[src/shared/sesf_pkg.sv]
/*
 * Constants and types of the serial memory slave front end.
 * Assumes a 250 MHz core clock; all times convert to cycles here.
 */
package sesf_pkg;
    localparam int unsigned CLK_PERIOD_NS = 4;
    // noise suppression, least time rounds up
    localparam int unsigned GLITCH_FILTER_TIME_NS = 250;
    localparam int unsigned GLITCH_CYC =
        (GLITCH_FILTER_TIME_NS + CLK_PERIOD_NS - 1) / CLK_PERIOD_NS;
    // transmit hold past a falling clock, least time rounds up
    localparam int unsigned SDA_HOLD_TIME_NS = 300;
    localparam int unsigned SDA_HOLD_CYC =
        (SDA_HOLD_TIME_NS + CLK_PERIOD_NS - 1) / CLK_PERIOD_NS;
    // program_cycle_time per word
    localparam int unsigned PROG_CYCLE_MIN_MS = 20;
    localparam int unsigned PROG_CYCLE_MAX_MS = 100;
    localparam int unsigned PROG_MIN_CYC =
        (PROG_CYCLE_MIN_MS * 1000000 + CLK_PERIOD_NS - 1) / CLK_PERIOD_NS;
    localparam int unsigned PROG_MAX_CYC = PROG_CYCLE_MAX_MS * 1000000 / CLK_PERIOD_NS;
    localparam int unsigned PROG_CNT_W = 27;
    localparam int unsigned FILT_CNT_W = 8;
    // fixed upper four bits of the slave address
    localparam logic [3:0] DEV_TYPE_CODE = 4'ha;
    localparam int unsigned MEM_WORDS = 256;
    localparam logic [1:0] MAX_WRITE_BYTES = 2'h2;
    localparam logic [3:0] BITS_PER_BYTE = 4'h8;
    localparam logic [1:0] BUF_DEPTH = 2'h2;

    typedef enum logic [2:0] {
        S_IDLE   = 3'h0,
        S_ADDR   = 3'h1,
        S_WORD   = 3'h3,
        S_WDATA  = 3'h2,
        S_RDATA  = 3'h6,
        S_IGNORE = 3'h4
    } sesf_state_t;

    typedef enum logic {
        P_IDLE = 1'b0,
        P_RUN  = 1'b1
    } sesf_prog_state_t;
endpackage

[src/shared/sesf_if.sv]
/*
 * Carriers between the front end and its filter and programming units.
 * Assumes all three modules share core_clk_i.
 */
`timescale 1ns/10ps
`default_nettype none
interface sesf_line_if;
    logic scl;
    logic sda;
    logic scl_rise;
    logic scl_fall;
    logic start;
    logic stop;
    logic idle;
    logic [2:0] cs;
    modport src (output scl, sda, scl_rise, scl_fall, start, stop, idle, cs);
    modport dst (input scl, sda, scl_rise, scl_fall, start, stop, idle, cs);
endinterface

interface sesf_prog_if;
    logic push_valid;
    logic push_ready;
    logic [7:0] push_addr;
    logic [7:0] push_data;
    logic commit;
    logic busy;
    logic wr_en;
    logic [7:0] wr_addr;
    logic [7:0] wr_data;
    modport ctl (output push_valid, push_addr, push_data, commit,
                 input push_ready, busy, wr_en, wr_addr, wr_data);
    modport prg (input push_valid, push_addr, push_data, commit,
                 output push_ready, busy, wr_en, wr_addr, wr_data);
endinterface
`default_nettype wire

[src/verilog/sesf_filter.sv]
/*
 * Pin synchronisers, noise filters and bus condition detection.
 * Assumes raw pins from outside the clock domain; idle bus is high.
 */
`timescale 1ns/10ps
`default_nettype none
module sesf_filter #(
    parameter int unsigned FILT_CYC = sesf_pkg::GLITCH_CYC
) (
    input wire logic core_clk_i,
    input wire logic srst_i,
    input wire logic scl_i,
    input wire logic sda_i,
    input wire logic [2:0] cs_i,
    sesf_line_if.src line
);
    logic [1:0] raw_in;
    logic [1:0] filt;
    logic [1:0] prev;
    logic [2:0] cs_meta;
    logic [2:0] cs_syn;

    assign raw_in = {scl_i, sda_i};

    for (genvar i = 0; i < 2; i++) begin : g_flt
        logic meta;
        logic syn;
        logic f;
        logic [sesf_pkg::FILT_CNT_W-1:0] fcnt;
        logic next_f;
        logic [sesf_pkg::FILT_CNT_W-1:0] next_fcnt;
        // level must persist before it is believed
        always_comb begin
            next_f = f;
            next_fcnt = '0;
            if (syn != f) begin
                if (fcnt >= sesf_pkg::FILT_CNT_W'(FILT_CYC - 1)) begin
                    next_f = syn;
                end else begin
                    next_fcnt = fcnt + 1'b1;
                end
            end
        end
        always_ff @(posedge core_clk_i) begin
            if (srst_i) begin
                meta <= 1'b1;
                syn <= 1'b1;
                f <= 1'b1;
                fcnt <= '0;
            end else begin
                meta <= raw_in[i];
                syn <= meta;
                f <= next_f;
                fcnt <= next_fcnt;
            end
        end
        assign filt[i] = f;
    end

    always_ff @(posedge core_clk_i) begin
        if (srst_i) begin
            prev <= 2'h3;
            cs_meta <= 3'h0;
            cs_syn <= 3'h0;
        end else begin
            prev <= filt;
            cs_meta <= cs_i;
            cs_syn <= cs_meta;
        end
    end

    assign line.scl = filt[1];
    assign line.sda = filt[0];
    assign line.scl_rise = filt[1] & ~prev[1];
    assign line.scl_fall = ~filt[1] & prev[1];
    // data edge while clock high is a condition, not data
    assign line.start = filt[1] & prev[1] & prev[0] & ~filt[0];
    assign line.stop = filt[1] & prev[1] & ~prev[0] & filt[0];
    assign line.idle = filt[1] & filt[0];
    assign line.cs = cs_syn;
endmodule
`default_nettype wire

[src/verilog/sesf_prog.sv]
/*
 * Two-entry write buffer and timed erase/write cycle.
 * Assumes commit arrives only after a stop; drains one word per cycle time.
 */
`timescale 1ns/10ps
`default_nettype none
module sesf_prog #(
    parameter int unsigned MIN_CYC = sesf_pkg::PROG_MIN_CYC,
    parameter int unsigned MAX_CYC = sesf_pkg::PROG_MAX_CYC
) (
    input wire logic core_clk_i,
    input wire logic srst_i,
    input wire logic timing_network_input_i,
    sesf_prog_if.prg prog
);
    logic rc_meta;
    logic rc_syn;
    logic [7:0] ent_addr [2];
    logic [7:0] ent_data [2];
    logic wp, rp, armed, push, pop, done, wr_en;
    logic [1:0] count;
    logic [7:0] wr_addr, wr_data;
    logic [sesf_pkg::PROG_CNT_W-1:0] tcnt;
    sesf_pkg::sesf_prog_state_t pstate;
    logic next_wp, next_rp, next_armed, next_wr_en;
    logic [1:0] next_count;
    logic [7:0] next_wr_addr, next_wr_data;
    logic [sesf_pkg::PROG_CNT_W-1:0] next_tcnt;
    sesf_pkg::sesf_prog_state_t next_pstate;

    assign prog.push_ready = (count != sesf_pkg::BUF_DEPTH);
    assign push = prog.push_valid & prog.push_ready;
    // cycle ends on the timing network once the least time is past
    assign done = (pstate == sesf_pkg::P_RUN) &&
        ((tcnt >= sesf_pkg::PROG_CNT_W'(MIN_CYC - 1) && rc_syn) ||
         tcnt >= sesf_pkg::PROG_CNT_W'(MAX_CYC - 1));
    assign pop = done;

    always_comb begin
        next_count = 2'(count + 2'(push) - 2'(pop));
        next_wp = wp ^ push;
        next_rp = rp ^ pop;
        next_armed = armed;
        if (prog.commit) begin
            next_armed = 1'b1;
        end else if (pop && next_count == 2'h0) begin
            next_armed = 1'b0;
        end
        next_pstate = pstate;
        next_tcnt = '0;
        unique case (pstate)
            sesf_pkg::P_IDLE: begin
                if (armed && count != 2'h0) begin
                    next_pstate = sesf_pkg::P_RUN;
                end
            end
            sesf_pkg::P_RUN: begin
                if (done) begin
                    next_pstate = sesf_pkg::P_IDLE;
                end else begin
                    next_tcnt = tcnt + 1'b1;
                end
            end
        endcase
        next_wr_en = pop;
        next_wr_addr = ent_addr[rp];
        next_wr_data = ent_data[rp];
    end

    always_ff @(posedge core_clk_i) begin
        if (srst_i) begin
            rc_meta <= 1'b0;
            rc_syn <= 1'b0;
            wp <= 1'b0;
            rp <= 1'b0;
            count <= 2'h0;
            armed <= 1'b0;
            pstate <= sesf_pkg::P_IDLE;
            tcnt <= '0;
            wr_en <= 1'b0;
            wr_addr <= 8'h00;
            wr_data <= 8'h00;
        end else begin
            rc_meta <= timing_network_input_i;
            rc_syn <= rc_meta;
            wp <= next_wp;
            rp <= next_rp;
            count <= next_count;
            armed <= next_armed;
            pstate <= next_pstate;
            tcnt <= next_tcnt;
            wr_en <= next_wr_en;
            wr_addr <= next_wr_addr;
            wr_data <= next_wr_data;
        end
    end

    always_ff @(posedge core_clk_i) begin
        if (push) begin
            ent_addr[wp] <= prog.push_addr;
            ent_data[wp] <= prog.push_data;
        end
    end

    assign prog.busy = armed | (pstate == sesf_pkg::P_RUN);
    assign prog.wr_en = wr_en;
    assign prog.wr_addr = wr_addr;
    assign prog.wr_data = wr_data;
endmodule
`default_nettype wire

[src/verilog/sesf_top.sv]
/*
 * Two-wire serial slave front end of a 256 x 8 nonvolatile memory.
 * Assumes an external master drives SCL and an open-drain SDA wire.
 */
// Operation
// - Bus is idle while both data and clock lines are high.
// - SDA stays stable during SCL high; changes then are conditions.
// - SDA falling while SCL high is START.
// - Respond only when address chip-select bits match the strapped inputs.
// - Array holds 256 eight-bit words selected by word_address.
// - Erase/write cycle timed by the RC input, 20 to 100 ms.
// - Serial data accepted and returned at up to 100 kHz.
// - SCL and SDA filtered; pulses under the noise time are ignored.
// - Transmitted SDA held 300 ns past each falling SCL.
// - SDA rising while SCL high is STOP, ending the transfer.
// - Device acknowledges address, word_address and the first two written bytes.
// - At most two written bytes; programming begins only after STOP.
// - Read returns pointer byte, advancing only on master acknowledge.
`timescale 1ns/10ps
`default_nettype none
module sesf_top #(
    parameter int unsigned GLITCH_CYC = sesf_pkg::GLITCH_CYC,
    parameter int unsigned HOLD_CYC = sesf_pkg::SDA_HOLD_CYC,
    parameter int unsigned PROG_MIN_CYC = sesf_pkg::PROG_MIN_CYC,
    parameter int unsigned PROG_MAX_CYC = sesf_pkg::PROG_MAX_CYC
) (
    input wire logic core_clk_i,
    input wire logic srst_i,
    input wire logic scl_i,
    input wire logic sda_i,
    output logic sda_o,
    output logic sda_oe_o,
    input wire logic [2:0] chip_select_inputs_i,
    input wire logic timing_network_input_i,
    output logic bus_idle_o,
    output logic program_busy_o
);
    sesf_line_if line ();
    sesf_prog_if prog ();

    sesf_filter #(
        .FILT_CYC(GLITCH_CYC)
    ) u_filter (
        .core_clk_i(core_clk_i),
        .srst_i(srst_i),
        .scl_i(scl_i),
        .sda_i(sda_i),
        .cs_i(chip_select_inputs_i),
        .line(line.src)
    );

    sesf_prog #(
        .MIN_CYC(PROG_MIN_CYC),
        .MAX_CYC(PROG_MAX_CYC)
    ) u_prog (
        .core_clk_i(core_clk_i),
        .srst_i(srst_i),
        .timing_network_input_i(timing_network_input_i),
        .prog(prog.prg)
    );

    logic [7:0] mem [sesf_pkg::MEM_WORDS];
    sesf_pkg::sesf_state_t state, next_state;
    logic [3:0] cnt, next_cnt;
    logic [7:0] sh, next_sh;
    logic [7:0] tx, next_tx;
    logic [7:0] ptr, next_ptr;
    logic [1:0] wcount, next_wcount;
    logic [7:0] hold_cnt, next_hold_cnt;
    logic ack_phase, next_ack_phase;
    logic wpend, next_wpend;
    logic pend_oe, next_pend_oe;
    logic sda_oe, next_sda_oe;
    logic commit, next_commit;
    logic push_valid, next_push_valid;
    logic [7:0] push_addr, next_push_addr;
    logic [7:0] push_data, next_push_data;
    logic addr_match;

    // chip select and type compared, no answer while programming
    assign addr_match = (sh[7:4] == sesf_pkg::DEV_TYPE_CODE) &&
        (sh[3:1] == line.cs) && !prog.busy;

    always_comb begin
        next_state = state;
        next_cnt = cnt;
        next_sh = sh;
        next_tx = tx;
        next_ptr = ptr;
        next_wcount = wcount;
        next_ack_phase = ack_phase;
        next_wpend = wpend;
        next_pend_oe = pend_oe;
        next_sda_oe = sda_oe;
        next_hold_cnt = hold_cnt;
        next_commit = 1'b0;
        next_push_valid = 1'b0;
        next_push_addr = push_addr;
        next_push_data = push_data;
        if (hold_cnt != 8'h00) begin
            next_hold_cnt = hold_cnt - 8'h01;
            if (hold_cnt == 8'h01) begin
                next_sda_oe = pend_oe;
            end
        end
        if (line.start) begin
            next_state = sesf_pkg::S_ADDR;
            next_cnt = 4'h0;
            next_ack_phase = 1'b0;
            next_pend_oe = 1'b0;
            next_sda_oe = 1'b0;
            next_hold_cnt = 8'h00;
        end else if (line.stop) begin
            next_state = sesf_pkg::S_IDLE;
            next_ack_phase = 1'b0;
            next_pend_oe = 1'b0;
            next_sda_oe = 1'b0;
            next_hold_cnt = 8'h00;
            next_commit = wpend;
            next_wpend = 1'b0;
        end else if (line.scl_rise && !ack_phase) begin
            unique case (state)
                sesf_pkg::S_ADDR, sesf_pkg::S_WORD, sesf_pkg::S_WDATA: begin
                    if (cnt < sesf_pkg::BITS_PER_BYTE) begin
                        next_sh = {sh[6:0], line.sda};
                        next_cnt = cnt + 4'h1;
                    end
                end
                sesf_pkg::S_RDATA: begin
                    if (cnt < sesf_pkg::BITS_PER_BYTE) begin
                        next_tx = {tx[6:0], 1'b0};
                        next_cnt = cnt + 4'h1;
                    end else if (!line.sda) begin
                        next_ptr = ptr + 8'h01;
                        next_tx = mem[8'(ptr + 8'h01)];
                        next_cnt = 4'h0;
                    end else begin
                        next_state = sesf_pkg::S_IGNORE;
                    end
                end
                sesf_pkg::S_IDLE, sesf_pkg::S_IGNORE: begin
                end
                default: begin
                    next_state = sesf_pkg::S_IDLE;
                end
            endcase
        end else if (line.scl_fall) begin
            next_hold_cnt = 8'(HOLD_CYC);
            if (ack_phase) begin
                next_ack_phase = 1'b0;
                next_cnt = 4'h0;
                if (state == sesf_pkg::S_RDATA) begin
                    next_tx = mem[ptr];
                    next_pend_oe = ~mem[ptr][7];
                end else begin
                    next_pend_oe = 1'b0;
                end
            end else if (cnt == sesf_pkg::BITS_PER_BYTE) begin
                unique case (state)
                    sesf_pkg::S_ADDR: begin
                        if (addr_match) begin
                            next_ack_phase = 1'b1;
                            next_pend_oe = 1'b1;
                            // direction bit follows seven address bits
                            next_state = sh[0] ? sesf_pkg::S_RDATA : sesf_pkg::S_WORD;
                        end else begin
                            next_state = sesf_pkg::S_IGNORE;
                        end
                    end
                    sesf_pkg::S_WORD: begin
                        next_ptr = sh;
                        next_wcount = 2'h0;
                        next_ack_phase = 1'b1;
                        next_pend_oe = 1'b1;
                        next_state = sesf_pkg::S_WDATA;
                    end
                    sesf_pkg::S_WDATA: begin
                        if (wcount < sesf_pkg::MAX_WRITE_BYTES && prog.push_ready) begin
                            next_push_valid = 1'b1;
                            next_push_addr = ptr;
                            next_push_data = sh;
                            next_ptr = ptr + 8'h01;
                            next_wcount = wcount + 2'h1;
                            next_wpend = 1'b1;
                            next_ack_phase = 1'b1;
                            next_pend_oe = 1'b1;
                        end else begin
                            next_state = sesf_pkg::S_IGNORE;
                        end
                    end
                    sesf_pkg::S_RDATA: begin
                        next_pend_oe = 1'b0;
                    end
                    sesf_pkg::S_IDLE, sesf_pkg::S_IGNORE: begin
                    end
                    default: begin
                        next_state = sesf_pkg::S_IDLE;
                    end
                endcase
            end else if (state == sesf_pkg::S_RDATA) begin
                next_pend_oe = ~tx[7];
            end
        end
    end

    always_ff @(posedge core_clk_i) begin
        if (srst_i) begin
            state <= sesf_pkg::S_IDLE;
            cnt <= 4'h0;
            sh <= 8'h00;
            tx <= 8'h00;
            ptr <= 8'h00;
            wcount <= 2'h0;
            ack_phase <= 1'b0;
            wpend <= 1'b0;
            pend_oe <= 1'b0;
            sda_oe <= 1'b0;
            hold_cnt <= 8'h00;
            commit <= 1'b0;
            push_valid <= 1'b0;
            push_addr <= 8'h00;
            push_data <= 8'h00;
        end else begin
            state <= next_state;
            cnt <= next_cnt;
            sh <= next_sh;
            tx <= next_tx;
            ptr <= next_ptr;
            wcount <= next_wcount;
            ack_phase <= next_ack_phase;
            wpend <= next_wpend;
            pend_oe <= next_pend_oe;
            sda_oe <= next_sda_oe;
            hold_cnt <= next_hold_cnt;
            commit <= next_commit;
            push_valid <= next_push_valid;
            push_addr <= next_push_addr;
            push_data <= next_push_data;
        end
    end

    // array written only by the programming unit
    always_ff @(posedge core_clk_i) begin
        if (prog.wr_en) begin
            mem[prog.wr_addr] <= prog.wr_data;
        end
    end

    assign prog.push_valid = push_valid;
    assign prog.push_addr = push_addr;
    assign prog.push_data = push_data;
    assign prog.commit = commit;
    assign sda_o = 1'b0;
    assign sda_oe_o = sda_oe;
    assign bus_idle_o = line.idle;
    assign program_busy_o = prog.busy;

    // cycles since the last filtered falling clock
    logic [7:0] fall_age, next_fall_age;

    always_comb begin
        next_fall_age = fall_age;
        if (line.scl_fall) begin
            next_fall_age = 8'h00;
        end else if (fall_age != 8'hff) begin
            next_fall_age = fall_age + 8'h01;
        end
    end

    always_ff @(posedge core_clk_i) begin
        if (srst_i) begin
            fall_age <= 8'hff;
        end else begin
            fall_age <= next_fall_age;
        end
    end
endmodule
`default_nettype wire

[config.mk]
export PLATFORM = sky130hd
export DESIGN_NAME = sesf_top
export DESIGN_NICKNAME = d
export VERILOG_FILES = /design/src/shared/sesf_pkg.sv /design/src/shared/sesf_if.sv /design/src/verilog/sesf_filter.sv /design/src/verilog/sesf_prog.sv /design/src/verilog/sesf_top.sv
export SDC_FILE = /design/constraint.sdc
export NUM_CORES = 2
export LEC_CHECK = 0
export BUFFER_PORTS_ARGS = -buffer_cell sky130_fd_sc_hd__buf_2
export CAP_MARGIN = 40
export CORE_UTILIZATION = 45
export DETAILED_ROUTE_END_ITERATION = 8
export PLACE_DENSITY = 0.58
export SLEW_MARGIN = 20
export SYNTH_ARGS = -nofsm -noshare
export SYNTH_HDL_FRONTEND = slang
export SYNTH_SLANG_ARGS = --single-unit
[constraint.sdc]
create_clock -name core_clk_i -period 11.35 [get_ports core_clk_i]
set_clock_uncertainty 0.15 [all_clocks]
set_input_delay 2.27 -clock core_clk_i [delete_from_list [all_inputs] [get_ports core_clk_i]]
set_output_delay 2.27 -clock core_clk_i [all_outputs]
set_load 0.05 [all_outputs]
Word level (Yosys, flattened, before mapping)
Memory sizes are Yosys's and may differ from the RTL's. A register that Yosys moved wholly into a read port is not among the register bits.
Cells that the tools add are included.
{"block": "totals", "reg_bits": 129, "ramBits": 2080, "inputBits": 8, "out_inout_bits": 4, "word_cells": 242, "mem_count": 3}
{"block": "op_classes", "n_addsub": 9, "magnitude_cmp": 6, "n_eq_ne": 37, "n_mux": 70, "bitwise_logic": 28, "reduce_logical": 53}
{"name": "mem", "depth": 256, "width": 8, "rd": 2, "rd_ports_with_merged_regs": 1, "write_ports": 1, "line": "sesf_top.sv:62", "text": "logic [7:0] mem [sesf_pkg::MEM_WORDS];"}
{"name": "u_prog.ent_addr", "depth": 2, "width": 8, "rd": 1, "rd_ports_with_merged_regs": 1, "write_ports": 1, "line": "sesf_prog.sv:18", "text": "logic [7:0] ent_addr [2];"}
{"name": "u_prog.ent_data", "depth": 2, "width": 8, "rd": 1, "rd_ports_with_merged_regs": 1, "write_ports": 1, "line": "sesf_prog.sv:19", "text": "logic [7:0] ent_data [2];"}
{"op": "8-bit 2-to-1 mux", "n": 20}
{"op": "8-bit AND reduction", "n": 4}
{"op": "27-bit by 1-bit adder with 27-bit output (second input constant)", "n": 1}
{"op": "27-bit by 23-bit >= comparator with 1-bit output (second input constant)", "n": 1}
{"op": "27-bit by 25-bit >= comparator with 1-bit output (second input constant)", "n": 1}
{"op": "3-bit 2-to-1 mux", "n": 9}
{"op": "1-bit 2-to-1 mux", "n": 26}
{"op": "8-bit by 1-bit adder with 8-bit output (second input constant)", "n": 3}
{"op": "4-bit 2-to-1 mux", "n": 6}
{"op": "3-bit OR reduction", "n": 7}
{"op": "2-bit nonzero test", "n": 10}
{"op": "6-bit AND reduction", "n": 3}
{"op": "8-bit by 6-bit >= comparator with 1-bit output (second input constant)", "n": 2}
{"op": "4-bit inequality test (second input constant)", "n": 4}
{"op": "1-bit NOT", "n": 16}
{"op": "8-bit case mux with 2 select lines", "n": 1}
{"op": "3-bit inequality test (second input constant)", "n": 5}
{"op": "2-bit inequality test (second input constant)", "n": 7}
{"op": "3-bit case mux with 4 select lines", "n": 1}
{"op": "5-bit inequality test (second input constant)", "n": 2}
{"op": "10-bit AND reduction", "n": 1}
{"op": "1-bit AND", "n": 9}
{"op": "4-bit equality test (second input constant)", "n": 2}
{"op": "8-bit by 1-bit equality test with 1-bit output (second input constant)", "n": 1}
{"op": "other kinds (42)", "n": 61}

Logic depth before layout (Yosys ltp)
{"block": "logic_depth", "word_depth": 11, "ltp_mapped": 15}

Hierarchy
A second synthesis with hierarchy kept.
{"block": "hier_totals", "cells_unflattened": 5716, "area_unflattened_um2": 104607.8}
{"mod": "sesf_top", "instances": 1, "cells_per_inst": 5325, "area_each_um2": 100169.8}
{"mod": "sesf_prog", "instances": 1, "cells_per_inst": 279, "area_each_um2": 3342.0}
{"mod": "sesf_filter", "instances": 1, "cells_per_inst": 112, "area_each_um2": 1096.1}

Worst setup path after synthesis
Ideal clock, no wire load.
{"block": "synth_timing", "path_type": "flip-flop to flip-flop", "startpoint": "reg u_prog.wr_data[0], in the netlist u_prog.prog.wr_data[0] (read register of u_prog.ent_data)", "endpoint": "mem mem[0][0], data pin", "setup_time_ns": 0.852, "arrival_time_ns": 3.382, "t_required_ns": 10.348, "setup_slack_ns": 6.966, "stages_incl_launch_ff": 1, "path_buffers": 0, "period_less_slack_ns": 4.384, "path_cell_list": "dfxtp_1"}
{"element": "from (decl)", "line": "sesf_prog.sv:22", "text": "logic [7:0] wr_addr, wr_data;"}
{"element": "to (decl)", "line": "sesf_top.sv:62"}
No word-level cell before the write port.

Worst setup path in the final report
{"block": "layout_timing", "startpoint": "reg ptr[0]", "endpoint": "reg tx[5]"}
{"block": "layout_via", "elab_chain_cells": 6}
{"element": "from (decl)", "line": "sesf_top.sv:67", "text": "logic [7:0] ptr, next_ptr;"}
{"element": "from (signal assigned)", "line": "sesf_top.sv:228", "text": "ptr <= next_ptr;"}
{"element": "8-bit by 1-bit adder with 8-bit output", "line": "sesf_top.sv:135", "text": "next_tx = mem[8'(ptr + 8'h01)];"}
{"element": "memory 256 x 8 bit"}
{"element": "8-bit 2-to-1 mux", "line": "sesf_top.sv:133", "text": "end else if (!line.sda) begin"}
{"element": "8-bit 2-to-1 mux", "line": "sesf_top.sv:130", "text": "if (cnt < sesf_pkg::BITS_PER_BYTE) begin"}
{"element": "8-bit 2-to-1 mux", "line": "sesf_top.sv:122", "text": "unique case (state)"}
{"element": "8-bit 2-to-1 mux", "line": "sesf_top.sv:121", "text": "end else if (line.scl_rise && !ack_phase) begin"}
{"element": "to (signal assigned)", "line": "sesf_top.sv:227", "text": "tx <= next_tx;"}
{"element": "to (decl)", "line": "sesf_top.sv:66", "text": "logic [7:0] tx, next_tx;"}
Every way passes these cells. The select of a mux whose other input is x is not followed.
A chain may end at the register's enable or synchronous reset.

==> run_results.csv <==
group,metric,value,unit
global_routing,grt_max_degree,200,
synth,synth_edf_count,2080,
drt,wire_per_inst,39.0,µm
global_routing,overflow,0,
synth,syn_avg_cell_area,16.3,µm²
timing,finalHoldViolCount,0,
cts,clk_latency,0.90,ns
floorplanning,core_area,230000,µm²
layout,fin_cells,9870,
synth,synthMuxAreaShare,22.4,%
layout,drive_gt1_share,27.0,%
layout,design_area,118000,µm²
cts,clockBufferDepth,3,
drt,drt_iter0_markers,11600,
floorplanning,die_area,234000,µm²
placement,dp_cells,9404,
cts,cts-buffers-inserted,230,
worst_setup_path,crit_required,12.01,ns
synth,synth_cell_types,83,
synth,yosys_warnings,0,
synth,synth_fa_ha_area_share,0.192,%
cts,h-tree-depth,4,
synth,synthSimpleGateAreaFrac,7.09,%
timing,worst_slew_pin_slew,1.29,ns
cts,cts.sinks,2233,
global_routing,grt_pass1_vias,66300,
floorplanning,initial_utilization,45.3,%
worst_setup_path,rr_startpoint,"ptr[0]$_SDFFE_PP0P_",
layout,fill_cells,18700,
worst_setup_path,regToRegSetupSlack,5.90,ns
floorplanning,rows,176,
drt,postRouteAntennaNets,0,
placement,io_buffers,10,
drt,drtPass1Iterations,9,
cts,cts_tree,"done",
global_routing,antenna_found_initial,21,
timing,rsz0062_at_grt,"false",
floorplanning,fp.dieH,483,µm
worst_setup_path,r2r_cells,9,
cts,clkTransAtPathRegs,0.07,ns
synth,synth_top_family_by_area,"multiplexers",
pwr,leakage,36.2,nW
timing,timing.final.crit_period,5.45,ns
layout,syn_to_final_growth,13.1,%
placement,post_dp_cell_area,110000,µm²
synth,synth_compound_gate_area_share,4.48,%
drt,routed_wl,385,mm
cts,cts_root_buf,"clkbuf_16",
drt,vias_per_cell,6.97,
drt,drc_errors,0,
pwr,p_per_area,142,nW/µm²
global_routing,grt_first_pass_wirelength,532,mm
synth,synth-xor-area-share,0.468,%
global_routing,grt_usage,32.7,%
synth,ys_ff_latch,2233,
layout,fin_nets,6652,
timing,finalCritPeriodShare,48.0,%
job,timing.max_cap.violations,0,
timing,max_freq,183,MHz
timing,fin_setup_tns,0,ns
timing,setup_viol,0,
drt,dr_total_vias,68800,
floorplanning,die_x,483,µm
worst_setup_path,r2r-end,"tx[5]$_SDFFE_PP0P_",
synth,postSynthCellCount,6389,
timing,finalMaxSlewViolations,0,
synth,synthArstFlopShare,0,%
floorplanning,io_pins,12,
min_path,holdPathStages,1,
min_path,hp-class,"reg2reg",
worst_setup_path,crit_type,"reg2reg",
worst_setup_path,crit_path_start_kind,"flip-flop",
status,status,"finished clean",
synth,synth_area,104000,µm²
pwr,peakVddDrop,173,µV
timing,timing.slew.headroom,13.9,%
worst_setup_path,worstSetupEndpointType,"flip-flop",
min_path,min_to,"u_filter.g_flt[1].syn$_SDFF_PP1_",
synth,synth_seq_area_share,62.9,%
cts,post_cts_buffers,0,
placement,hpwl,253,mm
min_path,holdCritStartpoint,"u_filter.g_flt[1].meta$_SDFF_PP1_",
synth,synth_flop_cell,"edfxtp_1",
worst_setup_path,crit_arrival,6.12,ns
placement,gp_congestion,0.972,
cts,post_cts_resized,0,
cts,hold_buffers,0,
worst_setup_path,critical_path_peak_fanout,29,
## kinds of logic after synthesis
group,Yosys count
flops,2233
fa+ha+maj,16
compound gates,669
buf+inv,509
simple gates,1712
mux,1195
xor+xnor,54
other cells,1
## placed cells by master (no fill, tap or decap), types with 24 or more instances in the layout
cell,instances
a31oi_1,67
and3_1,37
clkbuf_1,47
buf_6,41
xnor2_1,26
nand3_1,230
a22oi_1,61
inv_1,24
a21oi_1,132
a32oi_1,42
mux4_2,909
buf_4,376
nor3_1,43
nand4_1,40
clkbuf_16,233
nand2_1,750
edfxtp_1,2080
clkinv_2,51
nor2_2,24
clkinv_1,52
o22ai_1,41
a221oi_1,34
mux2i_1,268
nor2b_1,35
o21ai_0,75
o221ai_1,29
nor2_1,429
dfxtp_1,138
a311oi_1,37
## flip-flops by register name, indices dropped and copies added, names as in the netlist, 3 cells and up, named ones only
register             flops
cnt                      4
hold_cnt                 8
mem                   2048
prog.push_addr           8
prog.push_data           8
ptr                      8
sh                       8
state                    3
tx                       8
u_filter.cs_meta         3
u_filter.g_flt.fcnt     16
u_filter.line.cs         3
u_prog.ent_addr         16
u_prog.ent_data         16
u_prog.prog.wr_addr      8
u_prog.prog.wr_data      8
u_prog.tcnt             27
## final cells by class
| type | instances | area (µm²) | area share [%] |
|---|---|---|---|
| sequential | 2233 | 65600 | 55.6 |
| multi-input combinational | 3651 | 36500 | 30.9 |
| clock buffer | 284 | 6060 | 5.14 |
| timing repair buffer | 480 | 4390 | 3.72 |
| tap | 3026 | 3790 | 3.21 |
| clock inverter | 149 | 1430 | 1.22 |
| inverter | 32 | 123 | 0.104 |
| antenna | 15 | 37.5 | 0.0318 |
## worst max-delay path: stages, from the launching register on
cell      delay, ns
dfxtp_4        0.48
buf_4          0.55
nand2_1        0.36
o31ai_1        0.79
and2_2         0.54
buf_4          0.71
a311oi_1       0.31
a311oi_1       0.85
a311oi_1       0.21
o31a_1         0.35
## synth_stat cells, types with 76 or more instances
cell type,number,share of area (%)
nand2_1,751,2.7
dfxtp_1,153,2.9
o21ai_0,76,0.36
mux4_2,909,20
a21oi_1,133,0.64
buf_2,137,0.66
mux2i_1,268,2.6
nand3_1,233,1.1
edfxtp_1,2080,60
clkbuf_1,189,0.68
buf_4,104,0.75
nor2_1,457,1.6
## where the power goes
part / leakage (nW) / total [mW] / internal, mW / switching (mW)
registers: 20.2 / 8.96 / 8.93 / 0.0270
clock network: 3.64 / 7.61 / 4.29 / 3.32
logic: 12.3 / 0.168 / 0.0481 / 0.120
total: 36.2 / 16.7 / 13.3 / 3.47
## metal layers
| layer | routed length (µm) | global-route usage [%] | vias to the layer above |
|---|---|---|---|
| met3 | 54200 | 11.1 | 1275 |
| met5 | 190 | 0.265 | - |
| met4 | 28500 | 20.0 | 24 |
| li1 | - | - | 26500 |
| met1 | 138000 | 42.8 | 35500 |
| met2 | 164000 | 46.9 | 5472 |
## worst max-delay path by stage
stage	cells past startpoint	slack [ns]	from	end
floorplan	0	6.97	u_prog.prog.wr_data[0]$_SDFF_PP0_	mem[0][0]$_DFFE_PP_
global placement	9	5.89	ptr[0]$_SDFFE_PP0P_	tx[6]$_SDFFE_PP0P_
detailed placement	8	6.01	ptr[0]$_SDFFE_PP0P_	tx[2]$_SDFFE_PP0P_
CTS	8	5.98	ptr[0]$_SDFFE_PP0P_	tx[2]$_SDFFE_PP0P_
global route	8	5.74	ptr[0]$_SDFFE_PP0P_	tx[2]$_SDFFE_PP0P_
finish	9	5.90	ptr[0]$_SDFFE_PP0P_	tx[5]$_SDFFE_PP0P_
## through the flow
step / hold WS (ns) / util, % / worst slack, ns / total power [mW]
after detailed placement: 0.247 / 47.8 / 6.01 / 9.30
after global placement: 0.251 / 46.8 / 5.89 / 9.29
final: 0.260 / 51.2 / 5.90 / 16.7
after CTS: 0.266 / 51.1 / 5.98 / 16.8
after floorplan: 0.239 / - / 6.97 / 9.24
after global routing: 0.282 / 51.2 / 5.74 / 17.1
(Power assumes the default switching activity.)
